### config.mk
export PLATFORM = sky130hd
export DESIGN_NAME = tmr_core
export DESIGN_NICKNAME = d
export VERILOG_FILES = /design/src/common/tmr_pkg.sv /design/src/core/tmr_core.sv
export SDC_FILE = /design/constraint.sdc
export NUM_CORES = 1
export LEC_CHECK = 0
export ABC_CLOCK_PERIOD_IN_PS = 4000
export BUFFER_PORTS_ARGS = -buffer_cell sky130_fd_sc_hd__buf_2
export CAP_MARGIN = 5
export CORE_AREA = 2 2 85 87
export DETAILED_ROUTE_END_ITERATION = 16
export DIE_AREA = 0 0 87 89
export GPL_ROUTABILITY_DRIVEN = 1
export GPL_TIMING_DRIVEN = 0
export PLACE_DENSITY = 0.85
export SLEW_MARGIN = 15
export SYNTH_ARGS = -nofsm -noshare
export SYNTH_HDL_FRONTEND = slang
export SYNTH_SLANG_ARGS = --single-unit
### constraint.sdc
create_clock -name pclk -period 4 [get_ports pclk]
set_clock_uncertainty 0.05 [all_clocks]
set_input_delay 0.8 -clock pclk [delete_from_list [all_inputs] [get_ports pclk]]
set_output_delay 0.8 -clock pclk [all_outputs]
set_load 0.05 [all_outputs]
### src/common/tmr_pkg.sv
package tmr_pkg;

  // ----------------------------------------------------------------
  // Counter range
  // ----------------------------------------------------------------
  localparam logic [7:0] TMR_BOTTOM = 8'h00;
  localparam logic [7:0] TMR_MAX = 8'hFF;
  localparam logic [7:0] TMR_ONE = 8'h01;

  // ----------------------------------------------------------------
  // Register byte addresses
  // ----------------------------------------------------------------
  localparam logic [7:0] TMR_ADDR_CTRL = 8'h00;
  localparam logic [7:0] TMR_ADDR_COUNT = 8'h04;
  localparam logic [7:0] TMR_ADDR_CMP = 8'h08;
  localparam logic [7:0] TMR_ADDR_FLAGS = 8'h0C;
  localparam logic [7:0] TMR_ADDR_MASK = 8'h10;

  // ----------------------------------------------------------------
  // Control register fields
  // ----------------------------------------------------------------
  localparam int TMR_CS_LSB = 0;
  localparam int TMR_WGM_LSB = 3;
  localparam int TMR_COM_LSB = 5;
  localparam int TMR_FOC_BIT = 7;

  // Flag register fields
  localparam int TMR_OVF_BIT = 0;
  localparam int TMR_CMF_BIT = 1;

  // Mask register field
  localparam int TMR_CIE_BIT = 1;

  // ----------------------------------------------------------------
  // Reset values
  // ----------------------------------------------------------------
  localparam logic [7:0] TMR_RST_BYTE = 8'h00;
  localparam logic [2:0] TMR_CS_STOP = 3'h0;

  // Waveform generation modes
  localparam logic [1:0] TMR_WGM_NORMAL = 2'h0;
  localparam logic [1:0] TMR_WGM_PHASE = 2'h1;
  localparam logic [1:0] TMR_WGM_CTC = 2'h2;
  localparam logic [1:0] TMR_WGM_FAST = 2'h3;

  // Compare output modes
  localparam logic [1:0] TMR_COM_NONE = 2'h0;
  localparam logic [1:0] TMR_COM_TOGGLE = 2'h1;
  localparam logic [1:0] TMR_COM_CLEAR = 2'h2;
  localparam logic [1:0] TMR_COM_SET = 2'h3;

  typedef enum logic {TMR_DIR_UP, TMR_DIR_DOWN} tmr_dir_t;

endpackage

### src/core/tmr_core.sv
// Implementation choices: the APB slave port and the placing of the registers.
`timescale 1ns/1ps
module tmr_core (
  input wire logic pclk, // System clock
  input wire logic presetn, // Async reset, active low
  input wire logic clk_en, // Freezes all state when low
  input wire logic psel, // APB select
  input wire logic penable, // APB access phase
  input wire logic pwrite, // APB direction
  input wire logic [7:0] paddr, // APB byte address
  input wire logic [31:0] pwdata, // APB write data
  output logic [31:0] prdata, // APB read data
  output logic pready, // APB ready
  output logic pslverr, // APB error
  input wire logic [7:1] tick_sources, // Tick enables per nonzero select code
  input wire logic global_irq_enable, // Global interrupt enable from status word
  input wire logic irq_ack, // Interrupt serviced pulse
  output logic compare_irq, // Compare interrupt request
  output logic overflow_out, // Overflow flag level
  output logic bottom_out, // Counter at bottom
  output logic max_out, // Counter at maximum
  input wire logic port_data, // General port data value
  input wire logic output_pin_direction_bit, // Port direction bit
  output logic pin_out, // Pin output value
  output logic pin_oe // Pin output enable
);
  import tmr_pkg::*;

  // ----------------------------------------------------------------
  // State
  // ----------------------------------------------------------------
  typedef struct packed {
    logic [7:0] counter_value;
    logic [7:0] compare_value;
    logic [7:0] compare_buffer;
    logic [2:0] clock_select;
    logic [1:0] wave_gen_mode;
    logic [1:0] compare_output_mode;
    logic compare_irq_enable;
    logic compare_match_flag;
    logic overflow_flag;
    logic waveform_output;
    logic block_match;
    tmr_dir_t dir;
    logic [31:0] rdata;
  } tmr_state_t;

  tmr_state_t st;
  tmr_state_t next_st;

  logic timer_tick;
  logic is_pwm;
  logic at_top;
  logic match;
  logic wr_en;
  logic rd_en;

  // PWM modes are the two with the low mode bit set
  function automatic logic pwm_mode(input logic [1:0] m);
    pwm_mode = (m == TMR_WGM_PHASE) || (m == TMR_WGM_FAST);
  endfunction

  // Apply the compare output action for a match
  function automatic logic wave_action(input logic [1:0] com, input logic cur);
    if (com == TMR_COM_TOGGLE) begin
      wave_action = ~cur;
    end else if (com == TMR_COM_CLEAR) begin
      wave_action = 1'b0;
    end else if (com == TMR_COM_SET) begin
      wave_action = 1'b1;
    end else begin
      wave_action = cur;
    end
  endfunction

  // ----------------------------------------------------------------
  // Combinational status
  // ----------------------------------------------------------------
  // Tick is the selected enable; code zero selects nothing
  always_comb begin
    timer_tick = 1'b0;
    if (st.clock_select != TMR_CS_STOP) begin
      timer_tick = tick_sources[st.clock_select];
    end
  end

  assign is_pwm = pwm_mode(st.wave_gen_mode);
  // CTC uses compare as top, otherwise the fixed maximum
  assign at_top = (st.wave_gen_mode == TMR_WGM_CTC) ?
                  (st.counter_value == st.compare_value) :
                  (st.counter_value == TMR_MAX);
  assign match = (st.counter_value == st.compare_value);
  assign bottom_out = (st.counter_value == TMR_BOTTOM);
  assign max_out = (st.counter_value == TMR_MAX);
  assign overflow_out = st.overflow_flag;
  assign compare_irq = st.compare_match_flag & st.compare_irq_enable &
                       global_irq_enable;
  // Port override is independent of mode; direction is left to the port
  assign pin_out = (st.compare_output_mode != TMR_COM_NONE) ?
                   st.waveform_output : port_data;
  assign pin_oe = output_pin_direction_bit;

  assign wr_en = psel & penable & pwrite;
  // Read captured in the setup cycle, so prdata stands through the access phase
  assign rd_en = psel & ~penable & ~pwrite;
  assign pready = 1'b1;
  assign pslverr = 1'b0;
  assign prdata = st.rdata;

  // ----------------------------------------------------------------
  // Next state
  // ----------------------------------------------------------------
  // Order matters: counter write last so it overrides tick updates
  always_comb begin
    next_st = st;
    // Overflow write-one clear goes first so a set by this same tick wins
    if (wr_en && paddr == TMR_ADDR_FLAGS && pwdata[TMR_OVF_BIT]) begin
      next_st.overflow_flag = 1'b0;
    end
    // Tick path
    if (timer_tick) begin
      next_st.block_match = 1'b0;
      if (match && !st.block_match) begin
        next_st.compare_match_flag = 1'b1;
        next_st.waveform_output = wave_action(st.compare_output_mode,
                                              st.waveform_output);
      end
      case (st.wave_gen_mode)
        TMR_WGM_NORMAL: begin
          next_st.counter_value = st.counter_value + TMR_ONE;
          if (st.counter_value == TMR_MAX) begin
            next_st.overflow_flag = 1'b1;
          end
        end
        TMR_WGM_CTC: begin
          if (at_top) begin
            next_st.counter_value = TMR_BOTTOM;
          end else begin
            next_st.counter_value = st.counter_value + TMR_ONE;
          end
          if (st.counter_value == TMR_MAX) begin
            next_st.overflow_flag = 1'b1;
          end
        end
        TMR_WGM_FAST: begin
          if (at_top) begin
            next_st.counter_value = TMR_BOTTOM;
            next_st.compare_value = st.compare_buffer;
            next_st.overflow_flag = 1'b1;
          end else begin
            next_st.counter_value = st.counter_value + TMR_ONE;
          end
        end
        default: begin
          // Dual slope: reverse at max and bottom
          if (st.dir == TMR_DIR_UP) begin
            if (at_top) begin
              next_st.dir = TMR_DIR_DOWN;
              next_st.counter_value = st.counter_value - TMR_ONE;
              next_st.compare_value = st.compare_buffer;
            end else begin
              next_st.counter_value = st.counter_value + TMR_ONE;
            end
          end else begin
            if (bottom_out) begin
              next_st.dir = TMR_DIR_UP;
              next_st.counter_value = st.counter_value + TMR_ONE;
              next_st.overflow_flag = 1'b1;
            end else begin
              next_st.counter_value = st.counter_value - TMR_ONE;
            end
          end
        end
      endcase
    end
    // Interrupt service clears the flag; a new match this cycle still wins
    if (irq_ack && compare_irq && !(timer_tick && match && !st.block_match)) begin
      next_st.compare_match_flag = 1'b0;
    end
    // Register writes
    if (wr_en) begin
      if (paddr == TMR_ADDR_CTRL) begin
        next_st.clock_select = pwdata[TMR_CS_LSB +: 3];
        next_st.wave_gen_mode = pwdata[TMR_WGM_LSB +: 2];
        next_st.compare_output_mode = pwdata[TMR_COM_LSB +: 2];
        if (pwdata[TMR_FOC_BIT] && !pwm_mode(pwdata[TMR_WGM_LSB +: 2])) begin
          next_st.waveform_output = wave_action(pwdata[TMR_COM_LSB +: 2],
                                                st.waveform_output);
        end
        if (pwm_mode(pwdata[TMR_WGM_LSB +: 2]) != is_pwm) begin
          next_st.dir = TMR_DIR_UP;
        end
      end else if (paddr == TMR_ADDR_COUNT) begin
        next_st.counter_value = pwdata[7:0];
        next_st.block_match = 1'b1;
      end else if (paddr == TMR_ADDR_CMP) begin
        next_st.compare_buffer = pwdata[7:0];
        if (!is_pwm) begin
          next_st.compare_value = pwdata[7:0];
        end
      end else if (paddr == TMR_ADDR_FLAGS) begin
        // Set by a tick in the same cycle wins over the clear
        if (pwdata[TMR_CMF_BIT] && !(timer_tick && match && !st.block_match)) begin
          next_st.compare_match_flag = 1'b0;
        end
      end else if (paddr == TMR_ADDR_MASK) begin
        next_st.compare_irq_enable = pwdata[TMR_CIE_BIT];
      end
    end
    // Read data capture; unmapped reads return zero
    next_st.rdata = '0;
    if (rd_en) begin
      if (paddr == TMR_ADDR_CTRL) begin
        next_st.rdata[TMR_CS_LSB +: 3] = st.clock_select;
        next_st.rdata[TMR_WGM_LSB +: 2] = st.wave_gen_mode;
        next_st.rdata[TMR_COM_LSB +: 2] = st.compare_output_mode;
      end else if (paddr == TMR_ADDR_COUNT) begin
        next_st.rdata[7:0] = st.counter_value;
      end else if (paddr == TMR_ADDR_CMP) begin
        next_st.rdata[7:0] = is_pwm ? st.compare_buffer : st.compare_value;
      end else if (paddr == TMR_ADDR_FLAGS) begin
        next_st.rdata[TMR_OVF_BIT] = st.overflow_flag;
        next_st.rdata[TMR_CMF_BIT] = st.compare_match_flag;
      end else if (paddr == TMR_ADDR_MASK) begin
        next_st.rdata[TMR_CIE_BIT] = st.compare_irq_enable;
      end
    end
  end

  // ----------------------------------------------------------------
  // State register
  // ----------------------------------------------------------------
  // Read data registered at setup, so it stands during the zero-wait access
  always_ff @(posedge pclk or negedge presetn) begin
    if (!presetn) begin
      st <= '0;
    end else if (clk_en) begin
      st <= next_st;
    end
  end

  // ----------------------------------------------------------------
  // Checks
  // ----------------------------------------------------------------
  a_write_wins: assert property (@(posedge pclk) disable iff (!presetn)
    clk_en && wr_en && paddr == TMR_ADDR_COUNT |=> st.counter_value == $past(pwdata[7:0]))
    else $error("counter write lost");

  a_match_blocked: assert property (@(posedge pclk) disable iff (!presetn)
    clk_en && wr_en && paddr == TMR_ADDR_COUNT && !st.compare_match_flag && !timer_tick |=>
    st.block_match && !st.compare_match_flag)
    else $error("match not blocked after counter write");

  a_flag_on_match: assert property (@(posedge pclk) disable iff (!presetn)
    clk_en && timer_tick && match && !st.block_match |=> st.compare_match_flag)
    else $error("compare flag not set");

  a_stop_holds: assert property (@(posedge pclk) disable iff (!presetn)
    clk_en && st.clock_select == TMR_CS_STOP && !wr_en |=> $stable(st.counter_value))
    else $error("counter moved while stopped");

  a_normal_wrap: assert property (@(posedge pclk) disable iff (!presetn)
    clk_en && timer_tick && st.wave_gen_mode == TMR_WGM_NORMAL && max_out && !wr_en
    |=> bottom_out && st.overflow_flag)
    else $error("normal wrap wrong");

  a_ctc_clear: assert property (@(posedge pclk) disable iff (!presetn)
    clk_en && timer_tick && st.wave_gen_mode == TMR_WGM_CTC && match && !wr_en
    |=> st.counter_value == TMR_BOTTOM)
    else $error("ctc did not clear");

  a_fast_ovf: assert property (@(posedge pclk) disable iff (!presetn)
    clk_en && timer_tick && st.wave_gen_mode == TMR_WGM_FAST && max_out && !wr_en
    |=> bottom_out && st.overflow_flag)
    else $error("fast mode restart wrong");

  a_flag_clear: assert property (@(posedge pclk) disable iff (!presetn)
    clk_en && wr_en && paddr == TMR_ADDR_FLAGS && pwdata[TMR_CMF_BIT] && !timer_tick
    |=> !st.compare_match_flag)
    else $error("flag clear failed");

  a_port_override: assert property (@(posedge pclk) disable iff (!presetn)
    st.compare_output_mode != TMR_COM_NONE |-> pin_out == st.waveform_output)
    else $error("port override missing");

  a_irq_gate: assert property (@(posedge pclk) disable iff (!presetn)
    compare_irq |-> st.compare_match_flag && st.compare_irq_enable && global_irq_enable)
    else $error("irq without cause");

  a_buffered_cmp: assert property (@(posedge pclk) disable iff (!presetn)
    clk_en && is_pwm && !(timer_tick && at_top) |=> $stable(st.compare_value))
    else $error("compare updated off top");

  // ----------------------------------------------------------------
  // Flag, compare, counting, force and output checks
  // ----------------------------------------------------------------
  a_ack_clear: assert property (@(posedge pclk) disable iff (!presetn)
    clk_en && irq_ack && compare_irq && !timer_tick |=> !st.compare_match_flag)
    else $error("serviced flag not cleared");

  a_force_wave: assert property (@(posedge pclk) disable iff (!presetn)
    clk_en && wr_en && paddr == TMR_ADDR_CTRL && pwdata[TMR_FOC_BIT] &&
    !pwm_mode(pwdata[TMR_WGM_LSB +: 2]) && pwdata[TMR_COM_LSB +: 2] == TMR_COM_SET
    |=> st.waveform_output)
    else $error("forced set missing");

  a_force_quiet: assert property (@(posedge pclk) disable iff (!presetn)
    clk_en && wr_en && paddr == TMR_ADDR_CTRL && pwdata[TMR_FOC_BIT] && !timer_tick &&
    !irq_ack |=> $stable(st.compare_match_flag) && $stable(st.counter_value))
    else $error("force touched flag or counter");

  a_cmp_direct: assert property (@(posedge pclk) disable iff (!presetn)
    clk_en && wr_en && paddr == TMR_ADDR_CMP && !is_pwm |=>
    st.compare_value == $past(pwdata[7:0]))
    else $error("direct compare write lost");

  a_mode_keeps: assert property (@(posedge pclk) disable iff (!presetn)
    clk_en && wr_en && paddr == TMR_ADDR_CTRL && !pwdata[TMR_FOC_BIT] && !timer_tick
    |=> $stable(st.waveform_output))
    else $error("mode change moved output");

  a_com_none: assert property (@(posedge pclk) disable iff (!presetn)
    clk_en && timer_tick && st.compare_output_mode == TMR_COM_NONE &&
    !(wr_en && paddr == TMR_ADDR_CTRL) |=> $stable(st.waveform_output))
    else $error("output moved with mode zero");

  a_up_step: assert property (@(posedge pclk) disable iff (!presetn)
    clk_en && timer_tick && st.wave_gen_mode == TMR_WGM_NORMAL && !max_out && !wr_en
    |=> st.counter_value == $past(st.counter_value) + TMR_ONE)
    else $error("normal step wrong");

  a_fast_load: assert property (@(posedge pclk) disable iff (!presetn)
    clk_en && timer_tick && st.wave_gen_mode == TMR_WGM_FAST && at_top && !wr_en
    |=> st.compare_value == $past(st.compare_buffer))
    else $error("buffer not loaded at top");

  a_block_tick: assert property (@(posedge pclk) disable iff (!presetn)
    clk_en && timer_tick && st.block_match && !st.compare_match_flag |=>
    !st.compare_match_flag)
    else $error("blocked tick set flag");

  a_tick_only: assert property (@(posedge pclk) disable iff (!presetn)
    clk_en && st.clock_select != TMR_CS_STOP && !timer_tick && !wr_en |=>
    $stable(st.counter_value))
    else $error("counter moved without tick");

endmodule

# --- After elaboration in Yosys (flattened, before gate mapping) ---
# Cells that the tools add are included.
# W data, S select, Z words.
word_totals:
  elab_cells: 139
  out_inout_bits: 40
  ff_bits: 45
  in_bits: 57
op_classes:
  n_reduce_logical: 26
  n_eq_ne: 19
  add_sub_neg: 2
  n_lt_le_gt_ge: 1
  bitwise: 13
  n_mux: 65
ops:
  columns: ["cell", "n"]
  rows:
  - ["$mux W8", 11]
  - ["$mux W16", 3]
  - ["$mux W1", 36]
  - ["$mux W33", 1]
  - ["$pmux W8 S2", 2]
  - ["$mux W24", 1]
  - ["$eq A8 B4 Y1 const B", 2]
  - ["$logic_not A8 Y1", 2]
  - ["$eq A2 B2 Y1 const B", 7]
  - ["$mux W7", 2]
  - ["$logic_and A1 B1 Y1", 9]
  - ["$add A8 B1 Y8 const B", 1]
  - ["$eq A2 B1 Y1 const B", 4]
  - ["$eq A8 B3 Y1 const B", 1]
  - ["$eq A8 B5 Y1 const B", 1]
  - ["$eq A8 B8 Y1", 1]
  - ["$eq A8 B8 Y1 const B", 1]
  - ["$mux W2", 4]
  - ["$sub A8 B1 Y8 const B", 1]
  - ["$not A1 Y1", 7]
  - ["$reduce_and A7 Y1", 1]
  - ["$and A1 B1 Y1", 6]
  - ["$mux W6", 1]
  - ["$ne A6 B6 Y1 const B", 1]
  - ["16 further kinds", 20]

# --- Depth between registers and ports, before layout ---
logic_depth:
  depth_word: 16
  depth_mapped: 10
  ltp_nobuf: 8

# --- Worst setup path after synthesis ---
# Ideal clock, no wire load.
synth_path:
  kind: "flip-flop to output port"
  from: "reg st[65] in the netlist's numbering"
  to: "out bottom_out"
  slack_ps: 1020
  required_ps: 3150
  path_buffers: 1
  t_arrival_ps: 2130
  stages_incl_launch_ff: 5
  cell_sequence: "dfrtp_1 buf_2 nor4_1 nand2_1 nor3_1"
synth_between:
  elab_chain_cells: 1
synth_lines:
  columns: ["item", "line", "rtl"]
  rows:
  - ["start: declaration", "tmr_core.sv:48", "tmr_state_t st;"]
  - ["start signal: assignment", "tmr_core.sv:238", "st <= next_st;"]
  - ["$logic_not A8 Y1", "tmr_core.sv:93", "assign bottom_out = (st.counter_value == TMR_BOTTOM);"]
  - ["end: declaration", "tmr_core.sv:20", "output logic bottom_out,"]
# Every way passes these cells.

# --- Worst setup path after layout ---
layout_path:
  from: "in paddr[7]"
  to: "reg st[40] in the netlist's numbering"
layout_between:
  elab_chain_cells: 2
layout_lines:
  columns: ["item", "line", "rtl"]
  rows:
  - ["start: declaration", "tmr_core.sv:10", "input wire logic [7:0] paddr,"]
  - ["$logic_not A8 Y1", "tmr_core.sv:182", "if (paddr == TMR_ADDR_CTRL) begin"]
  - ["$reduce_and A3 Y1 (no line)", null, null]
# Every way passes these cells.
# A chain may end at the register's enable or synchronous reset.

==> flow_metrics.tcl <==
set metrics [dict create \
    status "completed" \
    cts_tree "yes" \
    clock-sinks 45 \
    setup-tns-final_ns 0 \
    crit_start "paddr[7]" \
    r2r-end "st[67]" \
    relSlewSlack 0.307 \
    layout_commonest_cell "buf_2" \
    path_depth 7 \
    cpMaxStageDelayCell "or4_4" \
    post_cts_buffers 0 \
    clock_latency_ns 0.32 \
    drive_above_1_share 0.265 \
    drt_first_pass_iters 5 \
    fmax_ghz 0.330 \
    ys_ff_latch 45 \
    async_flop_share 1.00 \
    die-area_um2 7740 \
    leakagePower_nw 1.75 \
    power_density_nw_per_um2 253 \
    crit_end "st[40]" \
    drt_wl_total_um 9210 \
    fin_crit_sh 0.759 \
    track_usage 0.236 \
    hold_viol 0 \
    ys_warn_count 0 \
    grt_overflow 0 \
    layout_common_cells "buf_2 (46), dfrtp_1 (45), buf_4 (35)" \
    drc 0 \
    cpPeakStageDelay_ns 0.56 \
    cts_inserted_buffers 5 \
    worstMarginPinSlew_ns 1.04 \
    cts.clk_slew.worst_paths_ns 0.09 \
    final_cells 532 \
    min_period_ns 3.03 \
    vias_per_cell 5.93 \
    required_ns 4.15 \
    wl_per_cell_um 17.3 \
    seq_area_frac_synth 0.340 \
    grt_first_pass_wirelength_um 13800 \
    crit_fanout 7 \
    cts-root-buf "clkbuf_8" \
    die_y_um 89 \
    rsz0062_at_grt "no" \
    netlist_area_um2 3320 \
    grt_start_max_net_pins 46 \
    placedCellCount 524 \
    coreArea_um2 6720 \
    drt_iter0_drc 343 \
    grt_pass1_vias 2772 \
    ios 97 \
    fp.dieW_um 87 \
    r2r_slack_ns 1.08 \
    end_kind "flip-flop" \
    syn_area_per_cell_um2 8.75 \
    synth_edf_count 0 \
    synthFlopType "dfrtp_1" \
    power_uw 965 \
    cts_buffer_depth 2 \
    antenna_left 0 \
    port_buffers 41 \
    slew_violations 0 \
    start_util 0.493 \
    rows 30 \
    cts_max_level 2 \
    gp_congestion 0.959 \
    path_cells "buf_2, or4_4, or2_4, or4_1, clkbuf_2, nor2_2, mux2_2" \
    critPathLaunchType "input pin" \
    r2r_cells 8 \
    cpLargestDelayFamily "simple AND/OR/NAND/NOR gates" \
    setup_viol 0 \
    place_hpwl_um 6640 \
    antenna_found_initial 0 \
    diodes 0 \
    syn_inst 379 \
    crit_buf_inv 2 \
    cts-resized-gates 0 \
    route.vias.total 3156 \
    fin_hold_ws_ns 0.453 \
    r2r-start "st[64]" \
    hold_class "flip-flop to flip-flop" \
    max-vdd-ir-drop_mv 0.127 \
    ctsHoldBuffers 0 \
    yosysUniqueCellTypes 59 \
    hold_depth 2 \
    nets 513 \
    criticalPathCategory "input pin to flip-flop" \
    arrival_ns 3.18 \
    area_delta_synth_final_pct 14.8 \
    max-cap-violations 0 \
]
## stage by stage
stage          setup WS, ns   util  instance area, µm²
5_1_grt               0.919  0.567                3810
6_report              0.965  0.567                3810
2_1_floorplan          1.02      -                3410
3_3_place_gp          0.721  0.552                3710
4_1_cts               0.951  0.566                3800
3_5_place_dp          0.684  0.552                3710
## routing by layer
| layer | GRT usage | share of wire | up-vias |
|---|---|---|---|
| li1 | - | - | 1460 |
| met1 | 0.312 | 0.41 | 1480 |
| met2 | 0.388 | 0.47 | 197 |
| met3 | 0.0416 | 0.095 | 19 |
| met4 | 0.0881 | 0.022 | 0 |
| met5 | 0 | 0 | - |
## layout make-up
cell class              count  area (µm²)
well taps                  80         100
repair buffers             41         205
multi-input cells         281        1860
clock inverters             3        21.3
flip-flops and latches     45        1130
inverters                  18        67.6
fillers                   614        2910
plain buffers              59         360
clock buffers               5        68.8
## where the power goes
| part | total (mW) | switching (mW) | internal, mW |
|---|---|---|---|
| clock | 0.298 | 0.174 | 0.124 |
| sequential | 0.472 | 0.0102 | 0.462 |
| combinational | 0.195 | 0.133 | 0.0624 |
## cell families (layout without fill, tap and decap cells)
kind of cell               after synthesis  count (layout)  synth area share
and+or+nand+nor                        111             111             0.176
buffers and inverters                   77             126             0.129
muxes                                   38              38             0.126
AOI/OAI and AO/OA                       92              92             0.184
DFF                                     45              45             0.340
adders and majority gates                5               5            0.0189
other                                    2              26           0.00226
xor gates and xnor gates                 9               9            0.0238
## worst min-delay path by stage
stage	startpoint	endpoint
2_1_floorplan	st[33]	st[33]
3_3_place_gp	st[33]	st[33]
3_5_place_dp	st[33]	st[33]
4_1_cts	st[33]	st[33]
5_1_grt	st[33]	st[33]
6_report	st[33]	st[33]
## state kept, by name (all words and copies together) (netlist names)
register,flops
st,36
prdata,8
overflow_out,1
## synthesized netlist by cell type, types with 11 or more instances
| cell | n | area [µm²] |
|---|---|---|
| inv_1 | 18 | 67.6 |
| o21ai_0 | 16 | 80.1 |
| o22ai_1 | 21 | 131 |
| dfrtp_1 | 45 | 1130 |
| mux2i_1 | 16 | 160 |
| nand2_1 | 25 | 93.8 |
| a21oi_1 | 19 | 95.1 |
| nor3_1 | 11 | 55.1 |
| buf_4 | 35 | 263 |
| clkbuf_1 | 15 | 56.3 |
| mux2_2 | 21 | 236 |
| nor2_1 | 24 | 90.1 |
## worst reg2reg max path, cell delays in order (launching register included)
cell and delay, ns:
dfrtp_1 0.36, clkbuf_1 0.43, nand3_1 0.31, o21ai_0 0.51
o21a_1 0.17, buf_2 0.20, mux2_2 0.38, o41a_1 0.31
a21oi_1 0.14
Note: power is estimated with default switching activity, not from simulation.
